==> src/rtl/exec_pkg.sv <==
// Purpose: shared types and constants for the store, bit and flag execution unit
// Assumes: single 200 MHz clock, operands fetched by the decoder before issue
// Notes: status register bit order is I T H S V N Z C from bit 7 down
// Contract
// RULE1 - pointer write stores source at Z; post-increment form then bumps Z; one cycle.
// RULE2 - pre-decrement form lowers Z first, stores at new Z; one cycle, no flags.
// RULE3 - offset write stores at Z plus q, Z kept, one cycle, no flags.
// RULE4 - code memory read loads byte at Z into R-first or Rd; 3 cycles; optional Z+1.
// RULE5 - port read copies I/O(A) to Rd; port write copies Rr out; one cycle.
// RULE6 - stack save takes one cycle; stack pull takes two cycles; no flags.
// RULE7 - left shifts: bit7 to C, bit0 gets C or 0; Z,C,N,V,H updated.
// RULE8 - right shifts: bit0 to C, bit7 gets C, 0 or kept; Z,C,N,V updated.
// RULE9 - io bit set forces bit b of I/O(A) high in one cycle, no flags.
// RULE10 - io bit clear forces bit b of I/O(A) low in one cycle, no flags.
// RULE11 - register bit to T copies Rr(b) into T, only T changes.
// RULE12 - T to register bit copies T into Rd(b), no flag changes.
// RULE13 - overflow set and clear drive V only, in one cycle.
// RULE14 - half-carry set and clear drive H only, in one cycle.
// RULE15 - signed, C, N, Z, T and I set and clear change one flag, one cycle.
// RULE16 - break, no-op, sleep, watchdog restart take one cycle and signal their unit.
// RULE17 - data writes into the nonvolatile region take at least one extra cycle.
// RULE18 - nibble exchange swaps the halves of Rd in one cycle, no flags.
// RULE19 - flag raise and lower pick the status bit by a 3-bit index.
package exec_pkg;

    localparam logic [7:0] STATUS_RESET = 8'h00;
    localparam int FLAG_C = 0;
    localparam int FLAG_Z = 1;
    localparam int FLAG_N = 2;
    localparam int FLAG_V = 3;
    localparam int FLAG_S = 4;
    localparam int FLAG_H = 5;
    localparam int FLAG_T = 6;
    localparam logic [4:0] FIRST_WORKING_REG = 5'h00;
    // data addresses at or above this go through the nonvolatile memory controller
    localparam logic [15:0] NVM_BASE = 16'h8000;

    typedef enum logic [4:0] {
        OP_NOP,
        OP_PTR_PLAIN,
        OP_PTR_POSTINC,
        OP_PTR_PREDEC,
        OP_PTR_OFFSET,
        OP_CODE_FIRST,
        OP_CODE_RD,
        OP_CODE_RD_INC,
        OP_PORT_READ,
        OP_PORT_WRITE,
        OP_STACK_SAVE,
        OP_STACK_PULL,
        OP_SHL_ZERO,
        OP_SHR_ZERO,
        OP_ROTL_CARRY,
        OP_ROTR_CARRY,
        OP_SHR_SIGN,
        OP_NIBBLE_SWAP,
        OP_IO_BIT_SET,
        OP_IO_BIT_CLEAR,
        OP_REG_BIT_TO_T,
        OP_T_TO_REG_BIT,
        OP_FLAG_RAISE,
        OP_FLAG_LOWER,
        OP_BREAK,
        OP_SLEEP,
        OP_WATCHDOG_RESTART
    } op_t;

    typedef struct packed {
        op_t op;
        logic [4:0] rdIdx;
        logic [7:0] rdVal;
        logic [7:0] rrVal;
        logic [15:0] zVal;
        logic [5:0] disp;
        logic [5:0] ioAddr;
        logic [7:0] ioVal;
        logic [2:0] bitIdx;
    } cmd_t;

    typedef struct packed {
        logic we;
        logic [4:0] addr;
        logic [7:0] data;
    } regwr_t;

    typedef struct packed {
        logic we;
        logic [15:0] addr;
        logic [7:0] data;
    } memwr_t;

    typedef struct packed {
        logic we;
        logic [5:0] addr;
        logic [7:0] data;
    } iowr_t;

    typedef struct packed {
        logic we;
        logic [15:0] value;
    } zwr_t;

endpackage

==> src/rtl/exec_unit.sv <==
// Purpose: executes pointer stores, code memory reads, port, stack, shift, bit and flag ops
// Assumes: decoder supplies operand values and current I/O contents with each command
// Notes: writes and strobes are registered and valid the cycle after acceptance; code read and stack pull register writes come two and one cycles later
`timescale 1ns/1ps
module exec_unit
    import exec_pkg::*;
(
    input wire logic clk,
    input wire logic rst,
    input wire logic cmdValid,
    output logic cmdReady,
    input wire cmd_t cmd,
    output regwr_t regWrite,
    output memwr_t memWrite,
    input wire logic memReady,
    output iowr_t ioWrite,
    output zwr_t zWrite,
    output logic codeRead,
    output logic [15:0] codeAddr,
    input wire logic [7:0] codeData,
    output logic stackPush,
    output logic [7:0] stackPushData,
    output logic stackPull,
    input wire logic [7:0] stackPullData,
    output logic [7:0] statusOut,
    output logic breakPulse,
    output logic sleepPulse,
    output logic watchdogRestartPulse
);

    typedef enum logic [2:0] {
        S_IDLE,
        S_CODE1,
        S_CODE2,
        S_PULL,
        S_MEMFIRST,
        S_MEMWAIT
    } state_t;

    // returns {carry, result}
    function automatic logic [8:0] shiftCalc(input op_t op, input logic [7:0] v, input logic c);
        case (op)
            OP_SHL_ZERO: shiftCalc = {v[7], v[6:0], 1'b0};
            OP_ROTL_CARRY: shiftCalc = {v[7], v[6:0], c};
            OP_SHR_ZERO: shiftCalc = {v[0], 1'b0, v[7:1]};
            OP_ROTR_CARRY: shiftCalc = {v[0], c, v[7:1]};
            OP_SHR_SIGN: shiftCalc = {v[0], v[7], v[7:1]};
            default: shiftCalc = {c, v};
        endcase
    endfunction

    // s is left alone: only the listed flags move for shifts
    function automatic logic [7:0] shiftFlags(input op_t op, input logic [7:0] v,
                                              input logic [8:0] r, input logic [7:0] s);
        logic [7:0] f;
        logic n;
        f = s;
        n = r[7];
        f[FLAG_C] = r[8];
        f[FLAG_Z] = (r[7:0] == 8'h00);
        f[FLAG_N] = n;
        f[FLAG_V] = n ^ r[8];
        if (op == OP_SHL_ZERO || op == OP_ROTL_CARRY) begin
            f[FLAG_H] = v[3];
        end
        shiftFlags = f;
    endfunction

    state_t state_reg, state_next;
    logic [7:0] status_reg, status_next;
    regwr_t regWrite_reg, regWrite_next;
    memwr_t memWrite_reg, memWrite_next;
    iowr_t ioWrite_reg, ioWrite_next;
    zwr_t zWrite_reg, zWrite_next;
    logic codeRead_reg, codeRead_next;
    logic [15:0] codeAddr_reg, codeAddr_next;
    logic stackPush_reg, stackPull_reg;
    logic [7:0] stackPushData_reg, stackPushData_next;
    logic breakPulse_reg, sleepPulse_reg, watchdog_reg;
    logic [4:0] pendDest_reg, pendDest_next;

    wire logic take = cmdValid && cmdReady;
    wire op_t op = cmd.op;
    wire logic isPtr = op inside {OP_PTR_PLAIN, OP_PTR_POSTINC, OP_PTR_PREDEC, OP_PTR_OFFSET};
    wire logic isCode = op inside {OP_CODE_FIRST, OP_CODE_RD, OP_CODE_RD_INC};
    wire logic isShift = op inside {OP_SHL_ZERO, OP_SHR_ZERO, OP_ROTL_CARRY, OP_ROTR_CARRY,
                                    OP_SHR_SIGN};
    wire logic [15:0] zDec = cmd.zVal - 16'h0001;
    wire logic [15:0] zInc = cmd.zVal + 16'h0001;
    wire logic [15:0] ptrAddr = (op == OP_PTR_PREDEC) ? zDec : // RULE2
                                (op == OP_PTR_OFFSET) ? cmd.zVal + {10'h000, cmd.disp} : // RULE3
                                cmd.zVal; // RULE1
    wire logic ptrNvm = ptrAddr >= NVM_BASE;
    wire logic [8:0] shifted = shiftCalc(op, cmd.rdVal, status_reg[FLAG_C]); // RULE7 RULE8
    wire logic [7:0] bitMask = 8'h01 << cmd.bitIdx;
    wire logic [7:0] tInserted = status_reg[FLAG_T] ? (cmd.rdVal | bitMask)
                                                    : (cmd.rdVal & ~bitMask); // RULE12
    wire logic [7:0] swapped = {cmd.rdVal[3:0], cmd.rdVal[7:4]}; // RULE18
    wire logic [7:0] regData = isShift ? shifted[7:0] :
                               (op == OP_NIBBLE_SWAP) ? swapped :
                               (op == OP_T_TO_REG_BIT) ? tInserted :
                               cmd.ioVal; // RULE5
    wire logic regOp = isShift || op inside {OP_NIBBLE_SWAP, OP_T_TO_REG_BIT, OP_PORT_READ};
    wire logic [7:0] ioData = (op == OP_IO_BIT_SET) ? (cmd.ioVal | bitMask) : // RULE9
                              (op == OP_IO_BIT_CLEAR) ? (cmd.ioVal & ~bitMask) : // RULE10
                              cmd.rrVal; // RULE5
    wire logic ioOp = op inside {OP_PORT_WRITE, OP_IO_BIT_SET, OP_IO_BIT_CLEAR};
    wire logic [7:0] flagMask = 8'h01 << cmd.bitIdx; // RULE19
    wire logic [7:0] statusAfter =
        isShift ? shiftFlags(op, cmd.rdVal, shifted, status_reg) :
        (op == OP_REG_BIT_TO_T) ? ((status_reg & ~(8'h01 << FLAG_T)) |
                                   ({7'h00, cmd.rrVal[cmd.bitIdx]} << FLAG_T)) : // RULE11
        (op == OP_FLAG_RAISE) ? (status_reg | flagMask) : // RULE13 RULE14 RULE15
        (op == OP_FLAG_LOWER) ? (status_reg & ~flagMask) : // RULE13 RULE14 RULE15
        status_reg;

    assign cmdReady = (state_reg == S_IDLE);

    always_comb begin
        state_next = state_reg;
        status_next = status_reg;
        regWrite_next = '0;
        memWrite_next = '0;
        ioWrite_next = '0;
        zWrite_next = '0;
        codeRead_next = 1'b0;
        codeAddr_next = codeAddr_reg;
        stackPushData_next = stackPushData_reg;
        pendDest_next = pendDest_reg;
        case (state_reg)
            S_IDLE: begin
                if (take) begin
                    status_next = statusAfter;
                    if (regOp) begin
                        regWrite_next = '{we: 1'b1, addr: cmd.rdIdx, data: regData};
                    end
                    if (ioOp) begin
                        ioWrite_next = '{we: 1'b1, addr: cmd.ioAddr, data: ioData};
                    end
                    if (isPtr) begin
                        memWrite_next = '{we: 1'b1, addr: ptrAddr, data: cmd.rrVal}; // RULE1
                        if (ptrNvm) begin
                            state_next = S_MEMFIRST; // RULE17
                        end
                    end
                    if (op == OP_PTR_POSTINC) begin
                        zWrite_next = '{we: 1'b1, value: zInc}; // RULE1
                    end
                    if (op == OP_PTR_PREDEC) begin
                        zWrite_next = '{we: 1'b1, value: zDec}; // RULE2
                    end
                    if (isCode) begin
                        codeRead_next = 1'b1; // RULE4
                        codeAddr_next = cmd.zVal;
                        pendDest_next = (op == OP_CODE_FIRST) ? FIRST_WORKING_REG : cmd.rdIdx;
                        state_next = S_CODE1;
                    end
                    if (op == OP_CODE_RD_INC) begin
                        zWrite_next = '{we: 1'b1, value: zInc}; // RULE4
                    end
                    if (op == OP_STACK_SAVE) begin
                        stackPushData_next = cmd.rrVal; // RULE6
                    end
                    if (op == OP_STACK_PULL) begin
                        pendDest_next = cmd.rdIdx;
                        state_next = S_PULL; // RULE6
                    end
                end
            end
            S_CODE1: begin
                state_next = S_CODE2;
            end
            S_CODE2: begin
                regWrite_next = '{we: 1'b1, addr: pendDest_reg, data: codeData}; // RULE4
                state_next = S_IDLE;
            end
            S_PULL: begin
                regWrite_next = '{we: 1'b1, addr: pendDest_reg, data: stackPullData}; // RULE6
                state_next = S_IDLE;
            end
            S_MEMFIRST: begin
                // an accept seen this early is ignored, so the slow store always keeps its extra cycle
                memWrite_next = memWrite_reg;
                state_next = S_MEMWAIT; // RULE17
            end
            S_MEMWAIT: begin
                // hold the write until the controller takes it; the wait is never shorter
                memWrite_next = memWrite_reg;
                if (memReady) begin
                    memWrite_next = '0;
                    state_next = S_IDLE; // RULE17
                end
            end
            default: begin
                state_next = S_IDLE;
            end
        endcase
    end

    always_ff @(posedge clk or posedge rst) begin
        if (rst) begin
            state_reg <= S_IDLE;
            status_reg <= STATUS_RESET;
            regWrite_reg <= '0;
            memWrite_reg <= '0;
            ioWrite_reg <= '0;
            zWrite_reg <= '0;
            codeRead_reg <= 1'b0;
            codeAddr_reg <= 16'h0000;
            pendDest_reg <= 5'h00;
            stackPushData_reg <= 8'h00;
        end else begin
            state_reg <= state_next;
            status_reg <= status_next;
            regWrite_reg <= regWrite_next;
            memWrite_reg <= memWrite_next;
            ioWrite_reg <= ioWrite_next;
            zWrite_reg <= zWrite_next;
            codeRead_reg <= codeRead_next;
            codeAddr_reg <= codeAddr_next;
            pendDest_reg <= pendDest_next;
            stackPushData_reg <= stackPushData_next;
        end
    end

    always_ff @(posedge clk or posedge rst) begin
        if (rst) begin
            stackPush_reg <= 1'b0;
            stackPull_reg <= 1'b0;
            breakPulse_reg <= 1'b0;
            sleepPulse_reg <= 1'b0;
            watchdog_reg <= 1'b0;
        end else begin
            stackPush_reg <= take && (op == OP_STACK_SAVE); // RULE6
            stackPull_reg <= take && (op == OP_STACK_PULL); // RULE6
            breakPulse_reg <= take && (op == OP_BREAK); // RULE16
            sleepPulse_reg <= take && (op == OP_SLEEP); // RULE16
            watchdog_reg <= take && (op == OP_WATCHDOG_RESTART); // RULE16
        end
    end

    assign regWrite = regWrite_reg;
    assign memWrite = memWrite_reg;
    assign ioWrite = ioWrite_reg;
    assign zWrite = zWrite_reg;
    assign codeRead = codeRead_reg;
    assign codeAddr = codeAddr_reg;
    assign stackPush = stackPush_reg;
    assign stackPushData = stackPushData_reg;
    assign stackPull = stackPull_reg;
    assign statusOut = status_reg;
    assign breakPulse = breakPulse_reg;
    assign sleepPulse = sleepPulse_reg;
    assign watchdogRestartPulse = watchdog_reg;

endmodule

==> config.mk <==
export PLATFORM = sky130hd
export DESIGN_NAME = exec_unit
export DESIGN_NICKNAME = d
export VERILOG_FILES = /design/src/rtl/exec_pkg.sv /design/src/rtl/exec_unit.sv
export SDC_FILE = /design/constraint.sdc
export NUM_CORES = 1
export LEC_CHECK = 0
export BUFFER_PORTS_ARGS = -buffer_cell sky130_fd_sc_hd__buf_2
export CAP_MARGIN = 20
export CORE_ASPECT_RATIO = 2
export CORE_MARGIN = 2
export CORE_UTILIZATION = 25
export CTS_BUF_LIST = sky130_fd_sc_hd__clkbuf_8 sky130_fd_sc_hd__clkbuf_16
export CTS_CLUSTER_SIZE = 28
export DETAILED_ROUTE_END_ITERATION = 6
export GPL_TIMING_DRIVEN = 0
export PLACE_DENSITY = 0.52
export SYNTH_ARGS = -nofsm -noshare
export SYNTH_HDL_FRONTEND = slang
export SYNTH_SLANG_ARGS = --single-unit
export TNS_END_PERCENT = 5
==> constraint.sdc <==
create_clock -name clk -period 5.5 [get_ports clk]
set_input_delay 0.55 -clock clk [delete_from_list [all_inputs] [get_ports clk]]
set_output_delay 0.55 -clock clk [all_outputs]
set_load 0.1 [all_outputs]
==> results.toml, run 1 <==
[sta]
slew_headroom_pct = 30.39
drv_slew = 0
fin_skew_ns = 0.008917
fin_crit_ns = 2.777
final.setup.tns_ns = 0
hold_slack_ns = 0.09644
hold_viol = 0
fin_crit_sh_pct = 50.50
fmax_mhz = 360.1
rsz0062_at_grt = "false"
worst_pin_slew_ns = 1.036
setup_violations = 0

[synthesis]
async_flop_share_pct = 100.0
syn_inst = 649
synth_area_per_cell_sq_um = 9.871
synth_ff_type = "dfrtp_1"
ys_types = 72
ys_warn_count = 0
syn_area_sq_um = 6406
ys_seq_area_share_pct = 45.70
syn_nets = 743
synth_edf_count = 0
ys_ff_latch = 117

[die]
dieArea_sq_um = 27000
die_w_um = 117.2
core_area_sq_um = 25140
std_cell_rows = 82
num_io_pins = 195
start_util_pct = 25.49
dieHeight_um = 230.4

[placed_design]
port_buffers = 185
gp_congestion = 0.9897
dp_cells = 1172
hpwl_um = 20300

[global_route]
grt_pass1_vias = 6289
antenna_found_initial = 0
grt_pass1_wl_um = 37770
grt_max_degree = 84
grt_util_met3_pct = 3.781
grt_use_met1_pct = 17.74
gr-usage-met2_pct = 37.79
overflow = 0
grt-busiest-layer = "met2"
grt_use_total_pct = 19.44

[final_layout]
area_growth_pct = 31.37
register_area_sq_um = 2928
nets = 949
fin_util_pct = 33.48
final_cell_mix = "buf_2 (197), dfrtp_1 (117), nor2_1 (57), nand2_1 (44), o21ai_0 (38)"
final_common_cell = "buf_2"
multi_input_area_sq_um = 3247
stdcell_count = 1204
fill_cells = 2667
layout-drive-gt1-share_pct = 31.57
n_antenna_cell = 0
largest_reg_flops = 25

[clocking]
postCtsHoldBufs = 0
root_buffer = "clkbuf_16"
htree_num_levels = 4
path_clk_slew_ns = 0.06
cts_sinks = 117
cts_resized = 0
max-clock-path-buffers = 2
clk_latency_ns = 0.44
cts_buffers = 17
cts_setup_buffers = 0
cts_tree = "built"

[power]
p_sw_share_pct = 48.06
p_clk_share_pct = 29.3
comb_power_share_pct = 43.3
p_switching_mw = 1.919
p_total_mw = 3.992
p_per_area_nw_per_um2 = 474.3
leakage_nw = 4.026
pwr-share-seq_pct = 27.4
internal_power_mw = 2.073
ir_drop_mv = 0.3200

[route]
drc = 0
detail-route-antenna-nets = 0
wl_um = 25610
drtPass1Iterations = 5
viasPerCell = 4.962
wl_per_cell_um = 21.27
route.vias.total = 5974
drtIter0Drc = 241

[setup_path]
cp-start-kind = "primary input"
crit_arrival_ns = 3.06
path_cells = "buf_2 -> buf_2 -> nand2b_1 -> nor4_1 -> buf_2 -> nor2_1 -> a221oi_1 -> o21ai_0"
crit_fanout = 10
cp-end-kind = "flop"
crit_required_ns = 5.78
slowest_delay_ns = 0.81
cp_slowest_cell = "a221oi_1"
reg2reg_setup_slack_ns = 2.89
critPathTopFamily = "compound AO/OA/AOI/OAI gates"
path_buf_inv = 3
worstSetupPathType = "primary input to flop"
timing.critical_path.mode_cell = "buf_2"

[status]
status = "finished, final reports clean"

[hold_path]
hp-class = "primary input to async pin"

[job]
max_cap_viol_count = 0
## power groups by stage
stage | combinational [mW] | sequential, mW | clock (mW)
floorplan | 0.391 | 2.10 | 0
global placement | 1.72 | 1.11 | 0
detailed placement | 1.74 | 1.11 | 0
CTS | 1.74 | 1.10 | 1.20
global route | 1.80 | 1.12 | 1.23
finish | 1.73 | 1.09 | 1.17
## per-stage QoR
stage               setup slack [ns]  area, sq um
floorplan                      1.169         6406
global placement              0.1298         7752
detailed placement             2.283         7797
CTS                            2.753         8416
global route                   2.609         8416
finish                         2.723         8416
## cells by family (layout without fill, tap and decap cells)
logic type	after synthesis	count (layout)	synth area share, %
flops	117	117	45.70
mux	48	48	8.379
xor+xnor	33	33	4.512
buf+inv	57	276	3.691
fa+ha+maj	9	9	1.875
compound gates	179	179	19.16
simple gates	206	206	16.68
## path summary, 6_finish.rpt
kind,depth (start not counted),endpoint,from
max,8,memWrite[8]$_DFFE_PP0P_,cmd[62]
min,2,pendDest_reg[2]$_DFFE_PP0P_,rst
max reg2reg,5,codeAddr[7]$_DFFE_PP0P_,state_reg[2]$_DFFE_PP0P_
min reg2reg,2,memWrite[23]$_DFFE_PP0P_,memWrite[23]$_DFFE_PP0P_
max in group asynchronous,3,ioWrite[14]$_DFF_PP0_,rst
min in group clk,2,ioWrite[12]$_DFF_PP0_,cmd[15]
## Yosys cell counts (3+ instances only)
master / count / share of area, %
dfrtp_1: 117 / 46
nor2_1: 57 / 3.3
nand2_1: 44 / 2.6
o21ai_0: 38 / 3.0
a21oi_1: 34 / 2.7
clkbuf_1: 31 / 1.8
mux2_2: 25 / 4.4
mux2i_1: 21 / 3.3
a22o_1: 20 / 2.7
nor3_1: 18 / 1.4
xor2_1: 18 / 2.5
nand3_1: 16 / 1.3
xnor2_1: 15 / 2.1
a211oi_1: 13 / 1.5
buf_2: 12 / 0.94
inv_1: 10 / 0.59
a31oi_1: 9 / 0.88
and2_1: 8 / 0.78
and4_1: 8 / 1.1
ha_1: 8 / 1.6
nand3b_1: 7 / 0.82
a21o_1: 6 / 0.70
and3_1: 6 / 0.59
nor2b_1: 6 / 0.59
nor4_1: 6 / 0.59
o211ai_1: 6 / 0.70
o22ai_1: 6 / 0.59
or3_1: 5 / 0.49
a22oi_1: 4 / 0.47
nand2b_1: 4 / 0.39
nand4_1: 4 / 0.39
nor3b_1: 4 / 0.47
o21bai_1: 4 / 0.47
o221ai_1: 4 / 0.55
a211o_1: 3 / 0.41
a32o_1: 3 / 0.47
a32oi_1: 3 / 0.41
a41oi_1: 3 / 0.41
## layer usage
metal / vias to the layer above / part of all wire (%)
li1: 2805 / -
met4: 0 / 5.2
met1: 2884 / 32
met3: 61 / 4.4
met5: - / 0
met2: 224 / 59
## cell type report
| cell class | instances | area share [%] |
|---|---|---|
| multi-input cells | 475 | 38.58 |
| flip-flops and latches | 117 | 34.79 |
| repair buffers | 187 | 11.42 |
| clock buffers | 20 | 5.546 |
| well taps | 336 | 4.996 |
| plain buffers | 46 | 2.319 |
| clock inverters | 12 | 1.799 |
| inverters | 11 | 0.5501 |
No activity file was read; power rests on OpenSTA's default activity.
==> inputs of run 2 (changes only) <==
- PLACE_DENSITY: 0.52 -> 0.53
- clock period: 5.5 -> 2.3 ns (I/O delays scaled with it)
==> results.toml, run 2 (synthesized netlist as in run 1, its figures left out) <==
[status]
status = "finished, final reports clean"

[sta]
hold_slack_ns = 0.03996
worst_pin_slew_ns = 1.074
drv_slew = 0
layout_setup_ws_ns = 0.1305
rsz0062_at_grt = "true"
final.setup.tns_ns = 0
fin_skew_ns = 0.01313
fmax_mhz = 460.9
fin_crit_sh_pct = 94.32
hold_viol = 0
slew_headroom_pct = 28.25
setup_violations = 0
fin_crit_ns = 2.169

[die]
num_io_pins = 195
std_cell_rows = 82
die_w_um = 117.2
dieHeight_um = 230.4
start_util_pct = 25.49
dieArea_sq_um = 27000
core_area_sq_um = 25140

[final_layout]
stdcell_area_sq_um = 8598
layout-drive-gt1-share_pct = 32.88
largest_reg_flops = 25
nets = 957
fill_cells = 2622
area_growth_pct = 34.22
final_cell_mix = "buf_2 (195), dfrtp_1 (117), nor2_1 (56), nand2_1 (43), o21ai_0 (38)"
n_antenna_cell = 0
final_common_cell = "buf_2"

[route]
drtPass1Iterations = 5
route.vias.total = 6032
wl_per_cell_um = 21.15
wl_um = 25630
viasPerCell = 4.977
detail-route-antenna-nets = 0
drc = 0
drtIter0Drc = 312

[placed_design]
port_buffers = 185
pre_cts_ws_ns = -0.5984
postPlaceCellArea_sq_um = 7891
gp_congestion = 0.9483
hpwl_um = 20400

[setup_path]
crit_arrival_ns = 2.49
crit_required_ns = 2.62
cp-start-kind = "flop"
reg2reg_setup_slack_ns = 0.13
startpoint = "state_reg[2]$_DFFE_PP0P_"
crit_fanout = 9
crit_path_end = "stackPushData[5]$_DFFE_PP0P_"
cp-end-kind = "flop"
worstSetupPathType = "flop to flop"
r2r-end = "stackPushData[5]$_DFFE_PP0P_"
r2r-start = "state_reg[2]$_DFFE_PP0P_"
r2r_cells = 4

[global_route]
grt_use_total_pct = 19.40
antenna_found_initial = 1
grt_pass1_wl_um = 37750
grt_pass1_vias = 6185
grt_max_degree = 40
overflow = 0

[clocking]
max-clock-path-buffers = 2
htree_num_levels = 4
clk_latency_ns = 0.44
path_clk_slew_ns = 0.06
cts_sinks = 117
root_buffer = "clkbuf_16"
cts_tree = "built"
cts_buffers = 17

[job]
max_cap_viol_count = 0

[hold_path]
hp-class = "primary input to flop"

[power]
ir_drop_mv = 0.6558
leakage_nw = 4.100
p_per_area_nw_per_um2 = 1115
==> run 2: cell count changes in the layout (fill, tap and decap cells not counted), sizes merged <==
cell         previous run  this run
buf                   202       205
clkbuf                 51        46
clkinv                  3         8
clkinvlp                4         3
dlygate4sd3             0         7
inv                    13        12
==> run 2: worst min-delay path by stage <==
| stage | startpoint | to | cells after the start |
|---|---|---|---|
| 5_1_grt | cmd[59] | regWrite[12]$_DFF_PP0_ | 2 |
| 6_report | cmd[59] | pendDest_reg[4]$_DFFE_PP0P_ | 2 |
| 3_3_place_gp | cmd[12] | ioWrite[9]$_DFF_PP0_ | 2 |
| 2_1_floorplan | cmd[13] | ioWrite[10]$_DFF_PP0_ | 1 |
| 3_5_place_dp | rst | async pin | 2 |
| 4_1_cts | cmd[59] | pendDest_reg[4]$_DFFE_PP0P_ | 2 |
==> run 2: final cells by class <==
type	count	area, sq um	area share [%]
Buffer	45	206.4	2.401
Clock buffer	17	425.4	4.948
Sequential cell	117	2928	34.05
Inverter	11	45.04	0.5239
Multi-Input combinational cell	475	3328	38.71
Tap cell	336	420.4	4.889
Clock inverter	15	181.4	2.110
Timing Repair Buffer	196	1064	12.37
==> run 2: critical path: stages, from the launching register on <==
cell     delay [ns]
dfrtp_1        0.43
nor3_4         0.24
nand2_1        0.19
nor3_2         0.78
mux2_2         0.42
==> run 2: power breakdown <==
| part | leakage [nW] | switching (mW) | internal (mW) |
|---|---|---|---|
| Combinational | 2.23 | 3.41 | 0.805 |
| Sequential | 1.58 | 0.191 | 2.44 |
| Clock | 0.294 | 1.04 | 1.71 |
==> run 2: metrics by stage <==
step | std cells | utilization (%) | power (mW)
2_1_floorplan | 649 | - | 6.025
3_3_place_gp | 1170 | 31.11 | 6.846
3_5_place_dp | 1174 | 31.39 | 6.887
4_1_cts | 1213 | 34.15 | 9.693
5_1_grt | 1212 | 34.21 | 9.963
6_report | 1212 | 34.21 | 9.590
==> run 2: routing by layer <==
layer,global-route usage (%),part of all wire (%)
met5,0,0.043
met1,18.21,33
met4,11.36,5.6
met2,37.07,58
met3,3.807,3.9
==> run 2: repair_timing <==
item	CTS	global route
hold endpoints to repair	30	0
hold buffers	7	0
setup buffers	0	0
setup endpoints to repair	6	23
gates resized for setup	4	5
